[config.mk]
export PLATFORM = sky130hd
export DESIGN_NAME = vic_top
export DESIGN_NICKNAME = d
export VERILOG_FILES = /design/src/core/vic_pkg.sv /design/src/core/vic_prio.sv /design/src/core/vic_ackseq.sv /design/src/core/vic_top.sv
export SDC_FILE = /design/constraint.sdc
export NUM_CORES = 1
export LEC_CHECK = 0
export BUFFER_PORTS_ARGS = -buffer_cell sky130_fd_sc_hd__buf_2
export CORE_MARGIN = 5
export CORE_UTILIZATION = 32
export CTS_BUF_LIST = sky130_fd_sc_hd__clkbuf_8
export CTS_CLUSTER_DIAMETER = 30
export DETAILED_ROUTE_END_ITERATION = 10
export PLACE_DENSITY = 0.55
export SETUP_SLACK_MARGIN = 0.3
export SKIP_LAST_GASP = 1
export SLEW_MARGIN = 40
export SYNTH_ARGS = -nofsm -noshare
export SYNTH_HDL_FRONTEND = slang
export SYNTH_SLANG_ARGS = --single-unit
[constraint.sdc]
create_clock -name pclk -period 2.7 [get_ports pclk]
set_input_delay 0.54 -clock pclk [delete_from_list [all_inputs] [get_ports pclk]]
set_output_delay 0.54 -clock pclk [all_outputs]
set_load 0.005 [all_outputs]
[src/core/vic_pkg.sv]
`default_nettype none
package vic_pkg;

	// apb register byte offsets
	localparam logic [7:0] VIC_OFS_FLAGS0  = 8'h00;
	localparam logic [7:0] VIC_OFS_FLAGS1  = 8'h04;
	localparam logic [7:0] VIC_OFS_FLAGS2  = 8'h08;
	localparam logic [7:0] VIC_OFS_MASK0   = 8'h0c;
	localparam logic [7:0] VIC_OFS_MASK1   = 8'h10;
	localparam logic [7:0] VIC_OFS_MASK2   = 8'h14;
	localparam logic [7:0] VIC_OFS_CLEAR0  = 8'h18;
	localparam logic [7:0] VIC_OFS_CLEAR1  = 8'h1c;
	localparam logic [7:0] VIC_OFS_CLEAR2  = 8'h20;
	localparam logic [7:0] VIC_OFS_CONTROL = 8'h24;
	localparam logic [7:0] VIC_OFS_FIXVEC  = 8'h28;
	localparam logic [7:0] VIC_OFS_MODVEC  = 8'h2c;
	localparam logic [7:0] VIC_OFS_STATUS  = 8'h30;

	// source layout: serial 0..7, dma 8..15, timers 16..19
	localparam int VIC_NSRC      = 20;
	localparam int VIC_SER_LO    = 0;
	localparam int VIC_DMA_LO    = 8;
	localparam int VIC_TMR_LO    = 16;
	localparam int VIC_GRP_W     = 8;
	localparam int VIC_TMR_W     = 4;

	// control register fields
	localparam int VIC_CTL_ACK_LSB = 0;
	localparam int VIC_CTL_VSEL    = 2;
	localparam int VIC_CTL_SWAP    = 3;
	localparam int VIC_CODE_W      = 6;

	// reset values
	localparam logic [3:0] VIC_CTL_RST    = 4'h0;
	localparam logic [7:0] VIC_FIXVEC_RST = 8'h00;
	localparam logic [1:0] VIC_MODHI_RST  = 2'h0;

	// acknowledge protocols
	localparam logic [1:0] VIC_ACK_NONE   = 2'h0;
	localparam logic [1:0] VIC_ACK_SINGLE = 2'h1;
	localparam logic [1:0] VIC_ACK_DOUBLE = 2'h2;

	typedef struct packed {
		logic       swap;     // dma ahead of serial
		logic       vsel;     // 1 = modified vector
		logic [1:0] ack_type; // protocol
	} vic_ctrl_t;

endpackage : vic_pkg
`default_nettype wire

[src/core/vic_prio.sv]
`timescale 1ns/1ps
`default_nettype none
module vic_prio
	import vic_pkg::*;
(
	input  wire logic                  pclk,    // system clock
	input  wire logic                  presetn, // async reset, low
	input  wire logic [VIC_NSRC-1:0]   active,  // unmasked flags
	input  wire logic                  swap,    // dma before serial
	output logic      [VIC_CODE_W-1:0] code     // winner index + 1, 0 = none
);

	// lowest set bit of a field; index+1 so zero can mean none
	function automatic logic [VIC_CODE_W-1:0] first_set(input logic [VIC_NSRC-1:0] v, input int lo, input int w);
		logic [VIC_CODE_W-1:0] r;
		r = '0;
		for (int i = w - 1; i >= 0; i--) begin
			if (v[lo + i]) begin
				r = VIC_CODE_W'(lo + i + 1);
			end
		end
		return r;
	endfunction

	wire logic [VIC_CODE_W-1:0] c_ser = first_set(active, VIC_SER_LO, VIC_GRP_W);
	wire logic [VIC_CODE_W-1:0] c_dma = first_set(active, VIC_DMA_LO, VIC_GRP_W);
	wire logic [VIC_CODE_W-1:0] c_tmr = first_set(active, VIC_TMR_LO, VIC_TMR_W);
	wire logic [VIC_CODE_W-1:0] c_hi  = swap ? c_dma : c_ser;
	wire logic [VIC_CODE_W-1:0] c_mid = swap ? c_ser : c_dma;

	// timers always last; group order set by the swap bit
	assign code = (c_hi != '0) ? c_hi : (c_mid != '0) ? c_mid : c_tmr;

	property p_serial_wins;
		@(posedge pclk) disable iff (!presetn)
		(!swap && active[VIC_DMA_LO-1:VIC_SER_LO] != '0) |-> (code >= 6'h01 && code <= 6'h08);
	endproperty
	a_serial_wins: assert property (p_serial_wins) else $error("serial source lost priority");

	property p_dma_wins;
		@(posedge pclk) disable iff (!presetn)
		(swap && active[VIC_TMR_LO-1:VIC_DMA_LO] != '0) |-> (code >= 6'h09 && code <= 6'h10);
	endproperty
	a_dma_wins: assert property (p_dma_wins) else $error("swap did not favour dma");

endmodule : vic_prio
`default_nettype wire

[src/core/vic_ackseq.sv]
`timescale 1ns/1ps
`default_nettype none
module vic_ackseq
	import vic_pkg::*;
(
	input  wire logic       pclk,     // system clock
	input  wire logic       presetn,  // async reset, low
	input  wire logic       ack_low,  // synchronised acknowledge level
	input  wire logic       ack_fall, // acknowledge just went low
	input  wire logic [1:0] ack_type, // protocol select
	output logic            capture,  // latch vector now
	output logic            drive,    // vector on the bus
	output logic            busy      // cycle in progress
);

	typedef enum logic [1:0] {ACK_IDLE, ACK_FIRST, ACK_WAIT2, ACK_SECOND} vic_ack_t;
	vic_ack_t state;
	vic_ack_t next_state;

	wire logic single = (ack_type == VIC_ACK_SINGLE);
	wire logic dbl    = (ack_type == VIC_ACK_DOUBLE);

	// next state; the reserved code behaves like non-acknowledge
	always_comb begin
		next_state = state;
		unique case (state)
			ACK_IDLE:   if (ack_fall) next_state = ACK_FIRST;
			ACK_FIRST:  if (!ack_low) next_state = dbl ? ACK_WAIT2 : ACK_IDLE;
			ACK_WAIT2:  if (ack_fall) next_state = ACK_SECOND;
			ACK_SECOND: if (!ack_low) next_state = ACK_IDLE;
		endcase
	end

	always_ff @(posedge pclk or negedge presetn) begin
		if (!presetn) state <= ACK_IDLE;
		else          state <= next_state;
	end

	// vector only in the assertion the protocol names; gated by the live level so the
	// bus is let go in the cycle the host releases acknowledge, not one cycle later
	assign capture = ack_fall && ((state == ACK_IDLE && single) || (state == ACK_WAIT2 && dbl));
	assign drive   = ack_low && ((state == ACK_FIRST && single) || (state == ACK_SECOND && dbl));
	assign busy    = (state != ACK_IDLE);

	property p_double_first_silent;
		@(posedge pclk) disable iff (!presetn)
		(state == ACK_FIRST && dbl) |-> !drive;
	endproperty
	a_double_first_silent: assert property (p_double_first_silent) else $error("vector on first ack in double mode");

endmodule : vic_ackseq
`default_nettype wire

[src/core/vic_top.sv]
// Chosen here: the placing of the registers and register access over APB.
`timescale 1ns/1ps
`default_nettype none
module vic_top
	import vic_pkg::*;
(
	input  wire logic                pclk,       // system clock, 10 MHz
	input  wire logic                presetn,    // async reset, low
	input  wire logic                psel,       // apb select
	input  wire logic                penable,    // apb access phase
	input  wire logic                pwrite,     // apb write
	input  wire logic [7:0]          paddr,      // apb byte address
	input  wire logic [31:0]         pwdata,     // apb write data
	output logic      [31:0]         prdata,     // apb read data
	output logic                     pready,     // apb ready
	output logic                     pslverr,    // apb error, unmapped
	input  wire logic [VIC_NSRC-1:0] src_evt,    // source event pulses
	output logic                     irq_n_out,  // request pin level when driven
	output logic                     irq_n_oe_n, // request pin enable, low drives
	input  wire logic                irq_ack_n,  // acknowledge pin, low
	output logic      [7:0]          vec_out,    // vector bus data
	output logic                     vec_oe_n    // vector bus enable, low drives
);

	////////////////////////////////////////////////////////////////////////
	// register state

	logic [VIC_NSRC-1:0]   flags;
	logic [VIC_NSRC-1:0]   mask;
	vic_ctrl_t             ctrl;
	logic [7:0]            fixed_vec;
	logic [1:0]            mod_hi;
	logic [VIC_CODE_W-1:0] hw_code;
	logic                  irq_drive;
	logic [2:0]            ack_sync;
	logic                  ack_fall;
	logic                  seq_capture;
	logic                  seq_drive;
	logic                  seq_busy;
	logic [VIC_CODE_W-1:0] win_code;

	////////////////////////////////////////////////////////////////////////
	// apb decode

	wire logic wr_en  = psel && penable && pwrite;
	wire logic rd_set = psel && !penable && !pwrite;

	function automatic logic hit(input logic [7:0] a, input logic [7:0] ofs);
		return a == ofs;
	endfunction

	wire logic mapped = hit(paddr, VIC_OFS_FLAGS0) || hit(paddr, VIC_OFS_FLAGS1) || hit(paddr, VIC_OFS_FLAGS2)
		|| hit(paddr, VIC_OFS_MASK0) || hit(paddr, VIC_OFS_MASK1) || hit(paddr, VIC_OFS_MASK2)
		|| hit(paddr, VIC_OFS_CLEAR0) || hit(paddr, VIC_OFS_CLEAR1) || hit(paddr, VIC_OFS_CLEAR2)
		|| hit(paddr, VIC_OFS_CONTROL) || hit(paddr, VIC_OFS_FIXVEC) || hit(paddr, VIC_OFS_MODVEC)
		|| hit(paddr, VIC_OFS_STATUS);

	// zero-wait slave; error only on an unmapped address
	assign pready  = 1'b1;
	assign pslverr = psel && penable && !mapped;

	// write-one clear strobes, spread over the three flag groups
	wire logic [VIC_NSRC-1:0] clr = wr_en ? {
		hit(paddr, VIC_OFS_CLEAR2) ? pwdata[VIC_TMR_W-1:0] : 4'h0,
		hit(paddr, VIC_OFS_CLEAR1) ? pwdata[VIC_GRP_W-1:0] : 8'h00,
		hit(paddr, VIC_OFS_CLEAR0) ? pwdata[VIC_GRP_W-1:0] : 8'h00} : '0;

	wire logic [VIC_NSRC-1:0] mask_wr = wr_en ? {
		hit(paddr, VIC_OFS_MASK2) ? {4{1'b1}} : 4'h0,
		hit(paddr, VIC_OFS_MASK1) ? {8{1'b1}} : 8'h00,
		hit(paddr, VIC_OFS_MASK0) ? {8{1'b1}} : 8'h00} : '0;

	wire logic [VIC_NSRC-1:0] mask_data = {pwdata[VIC_TMR_W-1:0], pwdata[VIC_GRP_W-1:0], pwdata[VIC_GRP_W-1:0]};

	////////////////////////////////////////////////////////////////////////
	// source flags: an event in the clearing cycle survives

	wire logic [VIC_NSRC-1:0] next_flags = (flags & ~clr) | src_evt;
	wire logic [VIC_NSRC-1:0] next_mask  = (mask & ~mask_wr) | (mask_data & mask_wr);
	wire logic [VIC_NSRC-1:0] active     = flags & mask;

	always_ff @(posedge pclk or negedge presetn) begin
		if (!presetn) begin
			flags <= '0;
			mask  <= '0;
		end else begin
			flags <= next_flags;
			mask  <= next_mask;
		end
	end

	// control, fixed vector and soft half of the modified vector
	always_ff @(posedge pclk or negedge presetn) begin
		if (!presetn) begin
			ctrl      <= vic_ctrl_t'(VIC_CTL_RST);
			fixed_vec <= VIC_FIXVEC_RST;
			mod_hi    <= VIC_MODHI_RST;
		end else if (wr_en) begin
			if (hit(paddr, VIC_OFS_CONTROL)) ctrl <= vic_ctrl_t'(pwdata[VIC_CTL_SWAP:VIC_CTL_ACK_LSB]);
			if (hit(paddr, VIC_OFS_FIXVEC)) fixed_vec <= pwdata[7:0];
			if (hit(paddr, VIC_OFS_MODVEC)) mod_hi <= pwdata[7:6];
		end
	end

	////////////////////////////////////////////////////////////////////////
	// priority and the hardware half of the modified vector

	vic_prio u_prio (
		.pclk    (pclk),
		.presetn (presetn),
		.active  (active),
		.swap    (ctrl.swap),
		.code    (win_code)
	);

	// registered so the vector field cannot glitch mid-read
	always_ff @(posedge pclk or negedge presetn) begin
		if (!presetn) hw_code <= '0;
		else          hw_code <= win_code;
	end

	wire logic [7:0] mod_vec = {mod_hi, hw_code};

	////////////////////////////////////////////////////////////////////////
	// request pin: pulled low while anything unmasked is pending

	always_ff @(posedge pclk or negedge presetn) begin
		if (!presetn) irq_drive <= 1'b0;
		else          irq_drive <= |active;
	end

	assign irq_n_out  = 1'b0;       // open drain: only ever pulls low
	assign irq_n_oe_n = !irq_drive; // released means external pull-up

	////////////////////////////////////////////////////////////////////////
	// acknowledge pin: two-flop sync, third stage only for the edge

	always_ff @(posedge pclk or negedge presetn) begin
		if (!presetn) ack_sync <= 3'h7;
		else          ack_sync <= {ack_sync[1:0], irq_ack_n};
	end

	wire logic ack_low = !ack_sync[1];
	assign ack_fall = !ack_sync[1] && ack_sync[2];

	vic_ackseq u_ackseq (
		.pclk     (pclk),
		.presetn  (presetn),
		.ack_low  (ack_low),
		.ack_fall (ack_fall),
		.ack_type (ctrl.ack_type),
		.capture  (seq_capture),
		.drive    (seq_drive),
		.busy     (seq_busy)
	);

	// vector frozen at the start of the driven assertion
	always_ff @(posedge pclk or negedge presetn) begin
		if (!presetn)         vec_out <= 8'h00;
		else if (seq_capture) vec_out <= ctrl.vsel ? mod_vec : fixed_vec;
	end

	assign vec_oe_n = !seq_drive;

	////////////////////////////////////////////////////////////////////////
	// read data, captured in the setup phase

	wire logic [31:0] rd_mux =
		hit(paddr, VIC_OFS_FLAGS0)  ? {24'h000000, flags[VIC_DMA_LO-1:VIC_SER_LO]} :
		hit(paddr, VIC_OFS_FLAGS1)  ? {24'h000000, flags[VIC_TMR_LO-1:VIC_DMA_LO]} :
		hit(paddr, VIC_OFS_FLAGS2)  ? {28'h0000000, flags[VIC_NSRC-1:VIC_TMR_LO]} :
		hit(paddr, VIC_OFS_MASK0)   ? {24'h000000, mask[VIC_DMA_LO-1:VIC_SER_LO]} :
		hit(paddr, VIC_OFS_MASK1)   ? {24'h000000, mask[VIC_TMR_LO-1:VIC_DMA_LO]} :
		hit(paddr, VIC_OFS_MASK2)   ? {28'h0000000, mask[VIC_NSRC-1:VIC_TMR_LO]} :
		hit(paddr, VIC_OFS_CONTROL) ? {28'h0000000, ctrl} :
		hit(paddr, VIC_OFS_FIXVEC)  ? {24'h000000, fixed_vec} :
		hit(paddr, VIC_OFS_MODVEC)  ? {24'h000000, mod_vec} :
		hit(paddr, VIC_OFS_STATUS)  ? {29'h0, seq_drive, seq_busy, irq_drive} :
		32'h00000000; // clear registers and holes read zero

	always_ff @(posedge pclk or negedge presetn) begin
		if (!presetn)    prdata <= 32'h00000000;
		else if (rd_set) prdata <= rd_mux;
	end

	////////////////////////////////////////////////////////////////////////
	// checks

	property p_flag_set;
		@(posedge pclk) disable iff (!presetn)
		(src_evt != '0) |=> ((flags & $past(src_evt)) == $past(src_evt));
	endproperty
	a_flag_set: assert property (p_flag_set) else $error("source event did not set its flag");

	property p_masked_quiet;
		@(posedge pclk) disable iff (!presetn)
		(active == '0) [*2] |-> irq_n_oe_n;
	endproperty
	a_masked_quiet: assert property (p_masked_quiet) else $error("request with nothing unmasked");

	property p_request;
		@(posedge pclk) disable iff (!presetn)
		(active != '0) |=> !irq_n_oe_n;
	endproperty
	a_request: assert property (p_request) else $error("unmasked flag gave no request");

	property p_release;
		@(posedge pclk) disable iff (!presetn)
		$rose(irq_n_oe_n) |-> ($past(active) == '0);
	endproperty
	a_release: assert property (p_release) else $error("request dropped while source pending");

	property p_open_drain;
		@(posedge pclk) disable iff (!presetn)
		irq_n_out == 1'b0;
	endproperty
	a_open_drain: assert property (p_open_drain) else $error("request pin driven high");

	property p_none_silent;
		@(posedge pclk) disable iff (!presetn)
		(ctrl.ack_type != VIC_ACK_SINGLE && ctrl.ack_type != VIC_ACK_DOUBLE) [*3] |-> vec_oe_n;
	endproperty
	a_none_silent: assert property (p_none_silent) else $error("vector driven in non-acknowledge mode");

	property p_single_drive;
		@(posedge pclk) disable iff (!presetn)
		(ctrl.ack_type == VIC_ACK_SINGLE && !seq_busy && $fell(ack_sync[1])) |=> (!vec_oe_n throughout ack_low [*1]);
	endproperty
	a_single_drive: assert property (p_single_drive) else $error("single mode missed first ack");

	property p_ack_on_low;
		@(posedge pclk) disable iff (!presetn)
		!vec_oe_n |-> ack_low;
	endproperty
	a_ack_on_low: assert property (p_ack_on_low) else $error("vector driven while ack high");

	property p_fixed_vec;
		@(posedge pclk) disable iff (!presetn)
		(seq_capture && !ctrl.vsel) |=> (vec_out == $past(fixed_vec));
	endproperty
	a_fixed_vec: assert property (p_fixed_vec) else $error("fixed vector altered");

	property p_mod_vec;
		@(posedge pclk) disable iff (!presetn)
		(seq_capture && ctrl.vsel) |=> (vec_out == {$past(mod_hi), $past(hw_code)});
	endproperty
	a_mod_vec: assert property (p_mod_vec) else $error("modified vector wrong");

	property p_code_track;
		@(posedge pclk) disable iff (!presetn)
		(win_code != '0) |=> (hw_code == $past(win_code));
	endproperty
	a_code_track: assert property (p_code_track) else $error("source code not tracked");

	property p_clear_flag;
		@(posedge pclk) disable iff (!presetn)
		(clr != '0) |=> ((flags & $past(clr & ~src_evt)) == '0);
	endproperty
	a_clear_flag: assert property (p_clear_flag) else $error("cleared flag still set");

	property p_timer_last;
		@(posedge pclk) disable iff (!presetn)
		(active[VIC_TMR_LO-1:0] != '0) |-> (win_code != '0 && win_code <= 6'h10);
	endproperty
	a_timer_last: assert property (p_timer_last) else $error("timer source beat serial or dma");

	property p_no_code;
		@(posedge pclk) disable iff (!presetn)
		(active == '0) |-> (win_code == '0);
	endproperty
	a_no_code: assert property (p_no_code) else $error("source code with nothing unmasked");

	property p_vec_hold;
		@(posedge pclk) disable iff (!presetn)
		(!vec_oe_n && !$past(vec_oe_n)) |-> $stable(vec_out);
	endproperty
	a_vec_hold: assert property (p_vec_hold) else $error("vector changed while driven");

	c_single: cover property (@(posedge pclk) disable iff (!presetn) seq_capture && ctrl.ack_type == VIC_ACK_SINGLE);
	c_double: cover property (@(posedge pclk) disable iff (!presetn) seq_capture && ctrl.ack_type == VIC_ACK_DOUBLE);
	c_clear_race: cover property (@(posedge pclk) disable iff (!presetn) (clr & src_evt) != '0);
	c_release: cover property (@(posedge pclk) disable iff (!presetn) $rose(irq_n_oe_n));

endmodule : vic_top
`default_nettype wire

==> impl_metrics.json <==
{
  "final_cells": 686,
  "endpoint": "pslverr",
  "drcViolationCount": 0,
  "antenna_found_initial": 0,
  "fmax_mhz": 445,
  "post-route-period-util": 0.833,
  "path_class": "input port to output pin",
  "placed_area_um2": 4900,
  "grt_max_degree": 82,
  "cp-start-kind": "input port",
  "routed_via_density": 5.32,
  "ys_seq_area_frac": 0.459,
  "synthesis.instances": 431,
  "clk_pin_slew_ns": 0.08,
  "cts_tree": "yes",
  "rsz0062_at_grt": "false",
  "finalClockSkew_ns": 0.00628,
  "cts_root_buffer": "clkbuf_8",
  "row_count": 43,
  "ctsHoldBuffers": 0,
  "slowest_delay_ns": 0.38,
  "power_uw": 2480,
  "layout.nets": 567,
  "crit_start": "paddr[2]",
  "critPathMostFrequentCell": "buf_2",
  "drive_gt1_frac": 0.289,
  "rr_startpoint": "flags[2]",
  "hpwlAfterDp_mm": 9.77,
  "io_pins": 111,
  "yosys_warnings": 0,
  "die_area_um2": 16300,
  "hold_viol_final": 0,
  "vias": 3647,
  "antenna_cells": 0,
  "core_area_um2": 13700,
  "mostFrequentLayoutCell": "dfrtp_1",
  "post-route-min-period_ns": 2.25,
  "clock_path_buffers": 2,
  "initial_core_util": 0.323,
  "cts_resized": 0,
  "cts_buffers": 9,
  "first_iter_violations": 234,
  "post-cts-setup-buffers": 0,
  "p_per_area_nw_per_um2": 485,
  "synth_cell_types": 60,
  "setup_viol": 0,
  "drv_cap": 0,
  "routedWlPerCell_um": 18.7,
  "synth_flop_cell": "dfrtp_1",
  "wl_mm": 12.9,
  "n_fill_cell": 1414,
  "cp_slowest_cell": "nor4_1",
  "cts_max_level": 3,
  "tightest_slew_ns": 0.547,
  "syn_area_um2": 4430,
  "hp-class": "input port to asynchronous set/reset pin",
  "cp.depth": 5,
  "drtAntennaViolNets": 0,
  "insertion_delay_ns": 0.37,
  "async_flop_share": 1.00,
  "fp.dieH_um": 128,
  "overflow": 0,
  "design_area_um2": 5110,
  "reg2reg_depth": 5,
  "reg2reg_slack_ns": 0.83,
  "vdd_drop_max_mv": 0.267,
  "cp-end-kind": "output pin",
  "syn_to_final_growth_pct": 15.5,
  "r2r_end": "hw_code[2]",
  "grt_pass1_vias": 3576,
  "crit_required_ns": 2.16,
  "synth-edff-count": 0,
  "ys_ff_latch": 81,
  "cpLargestDelayFamily": "simple AND/OR/NAND/NOR gates",
  "die_width_um": 128,
  "setup_tns_ns": 0,
  "fin_util": 0.373,
  "critPathMaxFanout": 11,
  "worstPathCellList": "buf_2, nor4_1, nand4_1, and3_1, buf_2",
  "path_buf_inv": 2,
  "grt_pass1_wl_mm": 19.9,
  "mostFrequentLayoutCells": "dfrtp_1 (78), buf_2 (59), nand2_1 (44)",
  "firstDrtPassIters": 5,
  "crit_arrival_ns": 1.71,
  "port_buffers": 60,
  "status": "complete, no violations",
  "syn_area_per_cell_um2": 10.3,
  "slew_headroom": 0.635,
  "finalMaxSlewViolations": 0,
  "p_leak_uw": 0.00221,
  "gp_congestion": 0.882,
  "grtUsageTotal": 0.160,
  "dp_cells": 670,
  "clock-sinks": 81
}
stage by stage:
step	setup slack [ns]	hold slack, ns
6_report	0.451	0.184
5_1_grt	0.402	0.215
4_1_cts	0.463	0.198
3_5_place_dp	0.367	0.348
3_3_place_gp	0.344	0.348
2_1_floorplan	0.671	0.244
where the power goes:
| group | total, uW | internal, uW | leakage, uW | switching [uW] |
|---|---|---|---|---|
| Clock | 921 | 474 | 0.000107 | 447 |
| Sequential | 1280 | 1250 | 0.000997 | 29.6 |
| Combinational | 272 | 106 | 0.00111 | 166 |
| Total | 2480 | 1830 | 0.00221 | 643 |
cell type report:
class | instances | area [um^2] | area share
multi-input cells | 330 | 2200 | 0.431
flip-flops and latches | 81 | 2030 | 0.397
repair buffers | 76 | 435 | 0.0852
well taps | 180 | 225 | 0.0441
clock buffers | 11 | 151 | 0.0296
clock inverters | 5 | 55.1 | 0.0108
inverters | 3 | 11.3 | 0.00220
per-layer routing:
layer  vias up  wire length (um)  GRT usage
li1       1697                 -          -
met1      1810              5600      0.206
met2       127              6190      0.263
met3        13               891     0.0456
met4         0               173     0.0474
met5         -                 0          0
worst register-to-register path, stage by stage (launching register included):
cell and delay (ns):
dfrtp_1 0.47, a222oi_1 0.58, and4_1 0.34, or2_2 0.17
nand3_1 0.12, o211ai_1 0.12
kinds of logic after synthesis:
| logic type | count (synthesis) | share of synthesized area |
|---|---|---|
| compound gates | 113 | 0.180 |
| buf+inv | 44 | 0.0642 |
| flops | 81 | 0.459 |
| mux | 45 | 0.112 |
| simple gates | 146 | 0.183 |
| other cells | 2 | 0.00170 |
Yosys cell counts, drive strengths merged, types with 7 or more instances:
| master | n | area share |
|---|---|---|
| nand3 | 23 | 0.026 |
| o21ai | 21 | 0.024 |
| clkbuf | 8 | 0.0068 |
| nand2 | 47 | 0.043 |
| and2 | 9 | 0.013 |
| a221oi | 7 | 0.014 |
| mux2i | 7 | 0.016 |
| a21oi | 10 | 0.011 |
| a21o | 21 | 0.036 |
| a22oi | 17 | 0.029 |
| nor2 | 26 | 0.022 |
| dfrtp | 78 | 0.44 |
| mux2 | 38 | 0.097 |
| nand4 | 8 | 0.011 |
| buf | 33 | 0.055 |
worst min-delay path by stage:
stage | slack (ns) | to | from
6_report | 0.18 | prdata[5] | presetn
5_1_grt | 0.22 | prdata[5] | presetn
4_1_cts | 0.20 | vec_out[6] | presetn
3_5_place_dp | 0.35 | ack_sync[1] | ack_sync[0]
3_3_place_gp | 0.35 | ack_sync[1] | ack_sync[0]
2_1_floorplan | 0.24 | asynchronous set/reset pin | presetn
No activity file was read; power rests on OpenSTA's default activity.
